--- config.mk ---
export PLATFORM = sky130hd
export DESIGN_NAME = cbtd_top
export DESIGN_NICKNAME = d
export VERILOG_FILES = /design/src/rtl/cbtd_chan.v /design/src/rtl/cbtd_tick_timer.v /design/src/rtl/cbtd_top.v
export VERILOG_INCLUDE_DIRS = /design/src /design/src/inc
export SDC_FILE = /design/constraint.sdc
export NUM_CORES = 2
export LEC_CHECK = 0
export BUFFER_PORTS_ARGS = -buffer_cell sky130_fd_sc_hd__buf_2
export CAP_MARGIN = 25
export CORE_MARGIN = 5
export CORE_UTILIZATION = 50
export DETAILED_ROUTE_END_ITERATION = 7
export PLACE_DENSITY = 0.74
export SLEW_MARGIN = 20
export SYNTH_ARGS = -nofsm -noshare
export SYNTH_HDL_FRONTEND = slang
export SYNTH_SLANG_ARGS = --single-unit
--- constraint.sdc ---
create_clock -name clk -period 30.8 [get_ports clk]
set_input_delay 6.16 -clock clk [delete_from_list [all_inputs] [get_ports clk]]
set_output_delay 6.16 -clock clk [all_outputs]
set_load 0.01 [all_outputs]
--- src/inc/cbtd_regs.vh ---
`ifndef CBTD_REGS_VH
`define CBTD_REGS_VH
`define CBTD_NCH            12
`define CBTD_TW             16
`define CBTD_ADR_CFG        8'h21
`define CBTD_ADR_AVG        8'h22
`define CBTD_ADR_NEG        8'h23
`define CBTD_ADR_NCNT       8'h24
`define CBTD_ADR_HYST       8'h25
`define CBTD_ADR_STUCK      8'h26
`define CBTD_RST_CFG        8'h30
`define CBTD_RST_AVG        8'h50
`define CBTD_RST_NEG        8'h50
`define CBTD_RST_NCNT       8'h01
`define CBTD_RST_HYST       8'h0a
`define CBTD_RST_STUCK      8'h00
`define CBTD_F_MODE_HI      7
`define CBTD_F_MODE_LO      6
`define CBTD_F_IRQ_HI       5
`define CBTD_F_IRQ_LO       4
`define CBTD_F_RDB_HI       3
`define CBTD_F_RDB_LO       2
`define CBTD_F_TDB_HI       1
`define CBTD_F_TDB_LO       0
`define CBTD_HYST_MAX       8'h64
`define CBTD_CLK_HZ         40000000
`define CBTD_SEC_CYC        (`CBTD_CLK_HZ)
`define CBTD_AVG_MIN_HITS   4'd3
`endif

--- src/rtl/cbtd_chan.v ---
`timescale 1ns/100ps
`include "cbtd_regs.vh"
module cbtd_chan
(
  // Clock and reset
  input  wire                     clk,
  input  wire                     rst_sync_b,
  // Sample
  input  wire                     sample_valid,
  input  wire signed [15:0]       ticks,
  input  wire signed [15:0]       average,
  input  wire [7:0]               thresh,
  // Configuration
  input  wire [7:0]               hyst_pct,
  input  wire [1:0]               tdb_sel,
  input  wire [1:0]               rdb_sel,
  input  wire [9:0]               avg_level,
  input  wire [9:0]               neg_level,
  input  wire [7:0]               neg_limit,
  // Control
  input  wire                     force_release,
  input  wire                     comp_clear,
  // State
  output reg                      touched_ff,
  output reg                      hold_ff,
  output wire                     avg_hit,
  output reg                      neg_trig_ff,
  output reg                      touch_evt_ff,
  output reg                      rel_evt_ff
);
  reg  [1:0]  db_ff;
  reg  [7:0]  ncnt_ff;
  wire [15:0] hyst_amt;
  wire signed [17:0] up_lvl;
  wire signed [17:0] dn_lvl;
  wire        want_touch;
  wire        want_rel;
  wire        is_neg;
  // Threshold times percent, truncated
  assign hyst_amt = (({8'h0, thresh} * {8'h0, hyst_pct}) / 16'd100);
  assign up_lvl = $signed({2'b00, 8'h0, thresh}) +
                  $signed({2'b00, hyst_amt});
  assign dn_lvl = $signed({2'b00, 8'h0, thresh}) -
                  $signed({2'b00, hyst_amt});
  assign want_touch = ($signed({{2{ticks[15]}}, ticks}) > up_lvl);
  assign want_rel   = ($signed({{2{ticks[15]}}, ticks}) < dn_lvl);
  assign avg_hit = ($signed({{2{average[15]}}, average}) >=
                    $signed({8'h0, avg_level}));
  assign is_neg  = ($signed({{2{ticks[15]}}, ticks}) <
                    -$signed({8'h0, neg_level}));
  always @(posedge clk or negedge rst_sync_b)
  begin
    if (!rst_sync_b)
    begin
      db_ff        <= 2'd0;
      ncnt_ff      <= 8'h0;
      touched_ff   <= 1'b0;
      hold_ff      <= 1'b0;
      neg_trig_ff  <= 1'b0;
      touch_evt_ff <= 1'b0;
      rel_evt_ff   <= 1'b0;
    end
    else
    begin
      touch_evt_ff <= 1'b0;
      rel_evt_ff   <= 1'b0;
      neg_trig_ff  <= 1'b0;
      if (comp_clear)
        ncnt_ff <= 8'h0;
      if (force_release && touched_ff)
      begin
        // Stuck touch: report release, wait for a real lift
        touched_ff <= 1'b0;
        hold_ff    <= 1'b1;
        rel_evt_ff <= 1'b1;
        db_ff      <= 2'd0;
      end
      else if (sample_valid)
      begin
        if (is_neg && !comp_clear)
        begin
          if (ncnt_ff + 8'h1 >= neg_limit)
          begin
            neg_trig_ff <= 1'b1;
            ncnt_ff     <= 8'h0;
          end
          else
            ncnt_ff <= ncnt_ff + 8'h1;
        end
        if (hold_ff)
        begin
          if (!want_touch)
            hold_ff <= 1'b0;
        end
        else if (!touched_ff)
        begin
          if (!want_touch)
            db_ff <= 2'd0;
          else if (db_ff >= tdb_sel)
          begin
            touched_ff   <= 1'b1;
            touch_evt_ff <= 1'b1;
            db_ff        <= 2'd0;
          end
          else
            db_ff <= db_ff + 2'd1;
        end
        else
        begin
          if (!want_rel)
            db_ff <= 2'd0;
          else if (db_ff >= rdb_sel)
          begin
            touched_ff <= 1'b0;
            rel_evt_ff <= 1'b1;
            db_ff      <= 2'd0;
          end
          else
            db_ff <= db_ff + 2'd1;
        end
      end
    end
  end
endmodule

--- src/rtl/cbtd_tick_timer.v ---
`timescale 1ns/100ps
`include "cbtd_regs.vh"
module cbtd_tick_timer
#(
  parameter SEC_CYC = `CBTD_SEC_CYC
)
(
  // Clock and reset
  input  wire       clk,
  input  wire       rst_sync_b,
  // One-second strobe
  output reg        sec_pulse_ff
);
  reg [31:0] cnt_ff;
  wire       wrap;
  assign wrap = (cnt_ff == SEC_CYC - 1);
  always @(posedge clk or negedge rst_sync_b)
  begin
    if (!rst_sync_b)
    begin
      cnt_ff       <= 32'h0;
      sec_pulse_ff <= 1'b0;
    end
    else
    begin
      cnt_ff       <= wrap ? 32'h0 : cnt_ff + 32'h1;
      sec_pulse_ff <= wrap;
    end
  end
endmodule

--- src/rtl/cbtd_top.v ---
`timescale 1ns/100ps
`include "cbtd_regs.vh"
module cbtd_top
#(
  parameter SEC_CYC = `CBTD_SEC_CYC
)
(
  // Clock and reset
  input  wire         clk,
  input  wire         rst_b,
  // Register port (byte wide, from serial slave)
  input  wire         reg_wr,
  input  wire         reg_rd,
  input  wire [7:0]   reg_addr,
  input  wire [7:0]   reg_wdata,
  output reg  [7:0]   reg_rdata_ff,
  // Per-input configuration from other register groups
  input  wire [95:0]  sensor_touch_level,
  input  wire [3:0]   periodic_recal_interval,
  input  wire         slider_released,
  // Scan samples, one strobe per scan period
  input  wire         sample_valid,
  input  wire [191:0] sense_input_ticks,
  input  wire [191:0] sense_input_average,
  input  wire         comp_done,
  // Results
  output reg  [11:0]  button_state_ff,
  output reg  [11:0]  touch_event_ff,
  output reg  [11:0]  release_event_ff,
  output reg          irq_ff,
  output reg  [11:0]  avg_suspend_ff,
  output reg          comp_request_ff,
  output reg          comp_busy_ff
);
  localparam ST_IDLE = 1'b0;
  localparam ST_COMP = 1'b1;

  reg         rst_m_ff;
  reg         rst_sync_b;
  reg  [7:0]  cfg_ff;
  reg  [7:0]  avg_ff;
  reg  [7:0]  neg_ff;
  reg  [7:0]  ncnt_ff;
  reg  [7:0]  hyst_ff;
  reg  [7:0]  stuck_ff;
  reg         state_ff;
  reg  [3:0]  owner_ff;
  reg         owner_vld_ff;
  reg  [7:0]  stuck_cnt_ff;
  reg  [5:0]  per_cnt_ff;
  reg  [7:0]  nxt_rdata;
  reg  [5:0]  per_secs;
  reg  [3:0]  hit_cnt;
  reg  [11:0] tev_m;
  reg  [11:0] rev_m;
  reg         nxt_irq;
  reg  [3:0]  first_idx;
  reg         first_vld;
  integer     k;

  wire        sec_pulse;
  wire [11:0] touched;
  wire [11:0] hold;
  wire [11:0] avg_hit;
  wire [11:0] neg_trig;
  wire [11:0] tev;
  wire [11:0] rev;
  wire        force_rel;
  wire        all_rel;
  wire        comp_start;
  wire        stuck_hit;
  wire        per_hit;

  always @(posedge clk or negedge rst_b)
  begin
    if (!rst_b)
    begin
      rst_m_ff   <= 1'b0;
      rst_sync_b <= 1'b0;
    end
    else
    begin
      rst_m_ff   <= 1'b1;
      rst_sync_b <= rst_m_ff;
    end
  end

  cbtd_tick_timer #(.SEC_CYC(SEC_CYC)) u_sec
  (
    .clk          (clk),
    .rst_sync_b   (rst_sync_b),
    .sec_pulse_ff (sec_pulse)
  );

  genvar g;
  generate
    for (g = 0; g < `CBTD_NCH; g = g + 1)
    begin : g_ch
      // Proximity inputs use the same path
      cbtd_chan u_ch
      (
        .clk           (clk),
        .rst_sync_b    (rst_sync_b),
        .sample_valid  (sample_valid && state_ff == ST_IDLE),
        .ticks         (sense_input_ticks[16*g +: 16]),
        .average       (sense_input_average[16*g +: 16]),
        .thresh        (sensor_touch_level[8*g +: 8]),
        .hyst_pct      (hyst_ff),
        .tdb_sel       (cfg_ff[`CBTD_F_TDB_HI:`CBTD_F_TDB_LO]),
        .rdb_sel       (cfg_ff[`CBTD_F_RDB_HI:`CBTD_F_RDB_LO]),
        .avg_level     ({avg_ff, 2'b00}),
        .neg_level     ({neg_ff, 2'b00}),
        .neg_limit     (ncnt_ff),
        .force_release (force_rel),
        .comp_clear    (comp_start),
        .touched_ff    (touched[g]),
        .hold_ff       (hold[g]),
        .avg_hit       (avg_hit[g]),
        .neg_trig_ff   (neg_trig[g]),
        .touch_evt_ff  (tev[g]),
        .rel_evt_ff    (rev[g])
      );
    end
  endgenerate

  // Register reads
  always @*
  begin
    case (reg_addr)
      `CBTD_ADR_CFG:   nxt_rdata = cfg_ff;
      `CBTD_ADR_AVG:   nxt_rdata = avg_ff;
      `CBTD_ADR_NEG:   nxt_rdata = neg_ff;
      `CBTD_ADR_NCNT:  nxt_rdata = ncnt_ff;
      `CBTD_ADR_HYST:  nxt_rdata = hyst_ff;
      `CBTD_ADR_STUCK: nxt_rdata = stuck_ff;
      default:         nxt_rdata = 8'h00;
    endcase
  end

  always @*
  begin
    case (periodic_recal_interval)
      4'h8:    per_secs = 6'd16;
      4'h9:    per_secs = 6'd18;
      4'ha:    per_secs = 6'd20;
      4'hb:    per_secs = 6'd22;
      4'hc:    per_secs = 6'd24;
      4'hd:    per_secs = 6'd26;
      4'he:    per_secs = 6'd28;
      4'hf:    per_secs = 6'd60;
      default: per_secs = {2'b00, periodic_recal_interval};
    endcase
  end

  always @*
  begin
    hit_cnt   = 4'd0;
    first_idx = 4'd0;
    first_vld = 1'b0;
    for (k = 0; k < `CBTD_NCH; k = k + 1)
    begin
      hit_cnt = hit_cnt + {3'b000, avg_hit[k]};
      if (tev[k] && !first_vld)
      begin
        first_idx = k[3:0];
        first_vld = 1'b1;
      end
    end
  end

  // Single mode forwards only the owner's events
  always @*
  begin
    if (cfg_ff[`CBTD_F_MODE_HI:`CBTD_F_MODE_LO] == 2'b01)
    begin
      tev_m = 12'h000;
      rev_m = 12'h000;
      if (!owner_vld_ff && first_vld)
        tev_m[first_idx] = 1'b1;
      if (owner_vld_ff)
        rev_m[owner_ff] = rev[owner_ff];
    end
    else
    begin
      tev_m = tev;
      rev_m = rev;
    end
    nxt_irq = (cfg_ff[`CBTD_F_IRQ_LO] && |tev_m) ||
              (cfg_ff[`CBTD_F_IRQ_HI] && |rev_m);
  end

  assign all_rel   = ~|touched && slider_released;
  // Whole seconds only, so the touch that started the count lasts the full timeout; later touches are released with it
  assign stuck_hit = (stuck_ff != 8'h00) && sec_pulse &&
                     (state_ff == ST_IDLE) &&
                     (stuck_cnt_ff >= stuck_ff);
  assign force_rel = stuck_hit;
  assign per_hit   = (per_secs != 6'd0) && sec_pulse && all_rel &&
                     (per_cnt_ff + 6'd1 >= per_secs);
  assign comp_start = (state_ff == ST_IDLE) &&
                      ((hit_cnt >= `CBTD_AVG_MIN_HITS) ||
                       |neg_trig || stuck_hit || per_hit);

  always @(posedge clk or negedge rst_sync_b)
  begin
    if (!rst_sync_b)
    begin
      cfg_ff           <= `CBTD_RST_CFG;
      avg_ff           <= `CBTD_RST_AVG;
      neg_ff           <= `CBTD_RST_NEG;
      ncnt_ff          <= `CBTD_RST_NCNT;
      hyst_ff          <= `CBTD_RST_HYST;
      stuck_ff         <= `CBTD_RST_STUCK;
      reg_rdata_ff     <= 8'h00;
    end
    else
    begin
      if (reg_rd)
        reg_rdata_ff <= nxt_rdata;
      if (reg_wr)
      begin
        case (reg_addr)
          `CBTD_ADR_CFG:   cfg_ff   <= reg_wdata;
          `CBTD_ADR_AVG:   avg_ff   <= reg_wdata;
          `CBTD_ADR_NEG:   neg_ff   <= reg_wdata;
          `CBTD_ADR_NCNT:  ncnt_ff  <= reg_wdata;
          // Values above 100 percent are clamped
          `CBTD_ADR_HYST:  hyst_ff  <= (reg_wdata > `CBTD_HYST_MAX) ?
                                       `CBTD_HYST_MAX : reg_wdata;
          `CBTD_ADR_STUCK: stuck_ff <= reg_wdata;
          default:         ;
        endcase
      end
    end
  end

  // Owner tracking, timers and compensation sequencing
  always @(posedge clk or negedge rst_sync_b)
  begin
    if (!rst_sync_b)
    begin
      state_ff         <= ST_IDLE;
      owner_ff         <= 4'd0;
      owner_vld_ff     <= 1'b0;
      stuck_cnt_ff     <= 8'h00;
      per_cnt_ff       <= 6'd0;
    end
    else
    begin
      if (cfg_ff[`CBTD_F_MODE_HI:`CBTD_F_MODE_LO] != 2'b01)
        owner_vld_ff <= 1'b0;
      else if (!owner_vld_ff && first_vld)
      begin
        owner_vld_ff <= 1'b1;
        owner_ff     <= first_idx;
      end
      else if (owner_vld_ff && !touched[owner_ff])
        owner_vld_ff <= 1'b0;
      // Stuck timer runs while any button is held
      if (~|touched || stuck_hit)
        stuck_cnt_ff <= 8'h00;
      else if (sec_pulse)
        stuck_cnt_ff <= stuck_cnt_ff + 8'h1;
      if (!all_rel || per_hit || comp_start)
        per_cnt_ff <= 6'd0;
      else if (sec_pulse)
        per_cnt_ff <= per_cnt_ff + 6'd1;
      case (state_ff)
        ST_IDLE:
        begin
          if (comp_start)
            state_ff <= ST_COMP;
        end
        ST_COMP:
        begin
          if (comp_done)
            state_ff <= ST_IDLE;
        end
        default: state_ff <= ST_IDLE;
      endcase
    end
  end

  // Every result leaves through a flop
  always @(posedge clk or negedge rst_sync_b)
  begin
    if (!rst_sync_b)
    begin
      button_state_ff  <= 12'h000;
      touch_event_ff   <= 12'h000;
      release_event_ff <= 12'h000;
      irq_ff           <= 1'b0;
      avg_suspend_ff   <= 12'h000;
      comp_request_ff  <= 1'b0;
      comp_busy_ff     <= 1'b0;
    end
    else
    begin
      comp_request_ff  <= comp_start;
      comp_busy_ff     <= (state_ff == ST_COMP && !comp_done) || comp_start;
      avg_suspend_ff   <= avg_hit;
      button_state_ff  <= touched & ~hold;
      touch_event_ff   <= tev_m;
      release_event_ff <= rev_m;
      irq_ff           <= nxt_irq;
    end
  end
endmodule
* Word-level counts from Yosys, hierarchy flattened *
Index checks and enable logic that the tools add are counted.

cells by class
  add/subtract/negate cells = 63
  multipliers = 12
  div/mod/pow operators = 12
  $lt $le $gt $ge = 92
  eq/ne operators = 29
  multiplexer cells = 517
  bitwise logic cells = 5
  reduce and logical (&&, ||, !) cells = 116

operator list
  operator               number
  $mux 8                 63
  $mux 1                 334
  $gt 16x18->1           12
  $lt 16x18->1           12
  $add 8x16->17          12
  $lt 16x17->1           12
  $sub 8x16->17          12
  $div 16x7->16 const B  12
  $ge 16x11->1           12
  $mul 8x8->16           12
  $mux 2                 96
  $add 8x1->8 const B    13
  $ge 8x8->1             13
  $logic_and 1x1->1      51
  $eq 8x6->1 const B     6
  $ge 2x2->1             24
  $mux 12                4
  $pmux 6 s8             1
  $pmux 8 s6             1
  $reduce_or 12->1       4
  $mux 4                 10
  $reduce_and 2->1       19
  $add 32x1->32 const B  1
  $add 4x1->4            8
  30 further kinds       102

word-level totals
  register bits = 342
  input bits = 507
  output and inout bits = 59
  word-level logic and storage cells = 953

* Logic depth before layout (Yosys ltp) *
  depth in word-level cells = 43
  gate-level depth with buffers = 74
  mapped depth without buffers = 68

* By module *
A second synthesis with hierarchy kept.

second synthesis, totals
  cells, all modules = 11814
  area total of the unflattened synthesis = 95929.5 µm²

by module, submodules not included
  module                        times used  cells each  area each (µm²)  sequential area each (µm²)
  cbtd_chan (g_ch[4].u_ch ...)  5           867         6991.7           375.4
  cbtd_chan (g_ch[0].u_ch ...)  2           1002        7832.5           375.4
  cbtd_chan (g_ch[2].u_ch ...)  2           945         7478.4           375.4
  cbtd_chan (g_ch[11].u_ch)     1           965         7577.3           375.4
  cbtd_chan (g_ch[1].u_ch)      1           971         7453.4           375.4
  cbtd_chan (g_ch[9].u_ch)      1           908         7214.4           375.4
  cbtd_top                      1           573         6414.9           3214.3
  cbtd_tick_timer               1           168         1689.1           825.8

* Least setup slack after synthesis *
OpenSTA, ideal clock, no wires.

  kind = input to register
  start = input port sensor_touch_level[82]
  end = register g_ch[10].u_ch.db_ff[1]
  library setup time = 0.095 ns
  data arrival time = 18.860 ns
  data required time = 30.705 ns
  setup slack = 11.845 ns
  cell stages on the path = 64
  path buffers = 2
  path through = and2_1 -> fa_1 -> fa_1 -> fa_1 -> inv_1 -> fa_1 -> inv_1 -> ha_1 -> o21a_1 -> o21a_1 -> a221oi_1 -> or3_1 -> and3_1 -> buf_2 -> nor2_1 -> a31o_2 -> clkbuf_1 -> a221oi_1 -> (+28 left out) -> o21a_1 -> o21ai_0 -> nand2b_1 -> a21oi_1 -> nor2b_1 -> o21ai_0 -> nand2b_1 -> a21oi_1 -> nor2b_1 -> o21a_1 -> o21ai_0 -> a31oi_1 -> nand3b_1 -> o22ai_1 -> nand2_1 -> nor2_1 -> o21ai_0 -> o31ai_1

on the way
  cells in the longest elaborated chain, start to end = 9
  elaborated cells between the ends (all ways) = 12
  classes of those cells = add/sub (2); mul (1); div (1); order compare (2); mux (6)

RTL lines
  element                                                line                             RTL
  start, declared                                        cbtd_top.v:18                    input wire [95:0] sensor_touch_level,
  $mul 8x8->16                                           cbtd_chan.v:40                   assign hyst_amt = (({8'h0, thresh} * {8'h0, hyst_pct}) / 16'd100);
  $div 16x7->16                                          cbtd_chan.v:40
  $add 8x16->17 / $sub 8x16->17 (equally long branches)  cbtd_chan.v:41, cbtd_chan.v:43
  $gt 16x18->1 / $lt 16x17->1 (equally long branches)    cbtd_chan.v:45, cbtd_chan.v:46
  $mux 2 (on tied branches)                              cbtd_chan.v:97, cbtd_chan.v:110
  $mux 2 *                                               cbtd_chan.v:95                   else if (!touched_ff)
  $mux 2 *                                               cbtd_chan.v:90                   if (hold_ff)
  $mux 2 *                                               cbtd_chan.v:78                   else if (sample_valid)
  $mux 2 *                                               cbtd_chan.v:70                   if (force_release && touched_ff)
  end signal, assigned                                   cbtd_chan.v:106                  db_ff <= db_ff + 2'd1;
  end signal, assigned                                   cbtd_chan.v:119                  db_ff <= db_ff + 2'd1;
  end, declared                                          cbtd_chan.v:31                   reg [1:0] db_ff;

Mark *: on every way between the ends. The rest lies on a longest branch, timed or not. The select of a mux whose other input is x is not followed.
A chain may end at the register's enable or synchronous reset.

* Final worst setup path *
  start = input port sensor_touch_level[49]
  end = register g_ch[6].u_ch.db_ff[1]

on the way
  cells in the longest elaborated chain, start to end = 9
  elaborated cells between the ends (all ways) = 12
  classes of those cells = add/sub (2); mul (1); div (1); order compare (2); mux (6)

RTL lines
  element                                                line
  $mul 8x8->16                                           cbtd_chan.v:40
  $div 16x7->16                                          cbtd_chan.v:40
  $add 8x16->17 / $sub 8x16->17 (equally long branches)  cbtd_chan.v:41, cbtd_chan.v:43
  $gt 16x18->1 / $lt 16x17->1 (equally long branches)    cbtd_chan.v:45, cbtd_chan.v:46
  $mux 2 (on tied branches)                              cbtd_chan.v:97, cbtd_chan.v:110
  $mux 2 *                                               cbtd_chan.v:95
  $mux 2 *                                               cbtd_chan.v:90
  $mux 2 *                                               cbtd_chan.v:78
  $mux 2 *                                               cbtd_chan.v:70
  end signal, assigned                                   cbtd_chan.v:106
  end signal, assigned                                   cbtd_chan.v:119
  end, declared                                          cbtd_chan.v:31

Marks and branches as above.

==> impl_metrics.tcl <==
set metrics [dict create \
    outcome "complete, no violations" \
    synth_compound_area_share_pct 23.82 \
    synthMuxAreaShare_pct 1.784 \
    clk_pin_slew_ps 60 \
    rr_startpoint "hyst_ff[4]$_DFFE_PN0P_" \
    ant_nets 0 \
    numCtsBuffers 41 \
    path_buf_inv 5 \
    cts_sinks 341 \
    initial_core_util_pct 50.35 \
    cts_hold_buffers 0 \
    critPathMaxFanout 15 \
    wl_met2_mm 135.6 \
    mostFrequentLayoutCell "ha_1" \
    clock.fmax_ghz 0.04745 \
    grt-ovfl-total 0 \
    dr.pass1.iters 6 \
    slew_violations 0 \
    synthAdderAreaFrac_pct 31.04 \
    reg2reg_depth 61 \
    synth_top_family_by_area "adder cells" \
    peakVddDrop_mv 0.07131 \
    synth_edf_count 0 \
    rsz0062_at_grt "false" \
    met3WireLength_mm 16.66 \
    dpl.cell_count 13650 \
    place_hpwl_mm 231.7 \
    syn_to_final_growth_pct 7.884 \
    dieArea_um2 183700 \
    grt_pass1_wl_mm 450.0 \
    worst_setup_path_end_kind "flip-flop" \
    io_pins 566 \
    top_layer "met5" \
    setup_viol 0 \
    cp_top_family "compound AO/OA/AOI/OAI gates" \
    hold_path.class "flip-flop to async pin" \
    gp_congestion 1.028 \
    fin_cells 13790 \
    fin_crit_ps 21080 \
    r2r_slack_ps 13810 \
    min_period_over_period_pct 68.43 \
    final_cell_mix "ha_1, inv_1, nor2_1" \
    power_density_nw_per_um2 51.89 \
    cp.depth 59 \
    avgSynthCellArea_um2 7.971 \
    p_leak_nw 45.66 \
    port_buffers 565 \
    synth_xor_area_share_pct 5.655 \
    syn_inst 10990 \
    die_y_um 428.6 \
    grt_pass1_vias 82910 \
    finalSetupTns_ps 0 \
    cp_slowest_cell "o211ai_1" \
    ys_types 133 \
    maxCapViolCount 0 \
    grt_start_max_net_pins 74 \
    drc_errors 0 \
    r2r_end "g_ch[6].u_ch.db_ff[1]$_DFFE_PN0P_" \
    required_ps 31260 \
    viasPerCell 6.178 \
    wl_mm 286.7 \
    crit_arrival_ps 21540 \
    crit_path_start_kind "input pin" \
    rows 153 \
    cts_resized 0 \
    clock_skew_ps 15.58 \
    postSynth.asyncResetShare_pct 100.0 \
    synth_seq_cells 341 \
    die-width_um 428.6 \
    cts_setup_buffers 0 \
    drive_above_1_share_pct 9.108 \
    ys.warnings.count 0 \
    dpl_cell_area_um2 92800 \
    worstSetupPathType "input pin to flip-flop" \
    p_total_mw 4.905 \
    ys_seq_area_share_pct 9.752 \
    hold_violations 0 \
    cpMostUsedCell "nor2_1" \
    drtIter0Drc 6858 \
    stdcell_area_um2 94520 \
    clock_latency_ps 560 \
    synth_area_um2 87610 \
    fill_cells 16310 \
    route.vias.total 85220 \
    clk_root_buffer_cell "clkbuf_16" \
    synth_ff_type "dfrtp_1" \
    antenna_found_initial 83 \
    worst_slew_pin_slew_ps 1106 \
    cts_tree "yes" \
    wl_met1_mm 116.0 \
    cts.path.max_buffers 3 \
    final_nets 13760 \
    core-area_um2 174000 \
    synth_simple_gate_area_share_pct 22.54 \
    grt_use_total_pct 29.70 \
    htreeDepth 2 \
    relSlewSlack_pct 26.23 \
    wl_per_cell_um 20.78 \
    max_stage_delay_ps 830 \
]
==> layer usage <==
layer  up-vias  global-route usage, %
li1      40530                      -
met1     40950                  36.23
met2      3097                  50.91
met3       626                  3.389
met4        16                  16.74
met5         -                      0
==> flip-flops by register name, summed over array words and instances, names as in the netlist, 12 cells and up <==
name and flops:
g_ch.u_ch.hold_ff 12, release_event_ff 12, u_sec.cnt_ff 32, touch_event_ff 12
avg_suspend_ff 12, g_ch.u_ch.rel_evt_ff 12, g_ch.u_ch.db_ff 24, g_ch.u_ch.ncnt_ff 96
g_ch.u_ch.touch_evt_ff 12, button_state_ff 12, g_ch.u_ch.neg_trig_ff 12, g_ch.u_ch.touched_ff 12
==> worst max-delay path by stage <==
stage                                         end  slack [ps]                    from
2_1_floorplan  g_ch[10].u_ch.db_ff[1]$_DFFE_PN0P_       11840  sensor_touch_level[82]
3_3_place_gp    g_ch[6].u_ch.db_ff[1]$_DFFE_PN0P_        9580  sensor_touch_level[49]
3_5_place_dp    g_ch[6].u_ch.db_ff[1]$_DFFE_PN0P_        9310  sensor_touch_level[49]
4_1_cts         g_ch[6].u_ch.db_ff[1]$_DFFE_PN0P_        9850  sensor_touch_level[49]
5_1_grt         g_ch[6].u_ch.db_ff[1]$_DFFE_PN0P_        8270  sensor_touch_level[49]
6_report        g_ch[6].u_ch.db_ff[1]$_DFFE_PN0P_        9720  sensor_touch_level[49]
==> metrics by stage <==
stage                     hold slack (ps)  setup WS (ps)  util, %
after global placement              338.2           9576    53.30
after detailed placement            338.0           9305    53.33
after CTS                           359.4           9851    54.18
after floorplan                     331.2          11840        -
final                               226.0           9724    54.32
after global routing                245.6           8274    54.29
==> cells by family (layout without fill, tap and decap cells) <==
logic type               Yosys count  after routing
buffers and inverters           1241           1646
adder cells (fa/ha/maj)         1900           1900
AO/OA/AOI/OAI                   3033           3033
XOR/XNOR                         554            554
other                              1             74
flip-flops                       341            341
AND/OR/NAND/NOR                 3782           3782
multiplexers                     139            139
==> power by group <==
| part | total [mW] | switching [mW] | internal [mW] |
|---|---|---|---|
| registers | 0.572 | 0.0784 | 0.494 |
| logic | 3.81 | 2.27 | 1.53 |
| clock network | 0.528 | 0.197 | 0.330 |
| total | 4.90 | 2.55 | 2.36 |
==> cell type report <==
class	count	area, um^2	share of cell area [%]
Multi-Input combinational cell	9421	74510	78.83
Sequential cell	341	8578	9.075
Inverter	939	3525	3.729
Timing Repair Buffer	631	3368	3.563
Tap cell	2325	2909	3.078
Clock buffer	61	1244	1.316
Clock inverter	15	237.7	0.2515
Antenna cell	61	152.6	0.1615
==> cells in the mapped netlist, types with 47 or more instances <==
library cell	number	share of area (%)
ha_1	1415	20
inv_1	923	4.0
nor2_1	795	3.4
a21oi_1	691	3.9
and2_1	686	4.9
nand2_1	648	2.8
o21ai_0	597	3.4
fa_1	463	11
xnor2_1	336	3.4
dfrtp_1	332	9.5
nor3_1	275	1.6
nor2b_1	267	1.9
nand2b_1	261	1.9
clkbuf_1	248	1.1
nand3_1	245	1.4
xor2_1	206	2.1
a21o_1	158	1.4
o21a_1	157	1.3
nor4_1	118	0.84
o211ai_1	111	0.95
a31oi_1	108	0.77
nand4_1	106	0.76
a211oi_1	101	0.87
o21bai_1	99	0.85
and3_1	96	0.69
a32o_1	77	0.88
mux2_2	69	0.89
o31ai_1	68	0.58
or3_1	67	0.48
mux2i_1	62	0.71
a211o_1	54	0.54
o22ai_1	53	0.38
a22o_1	50	0.50
o21ai_1	50	0.29
or2_2	50	0.36
a22oi_1	47	0.40
Note: power is estimated with default switching activity, not from simulation.
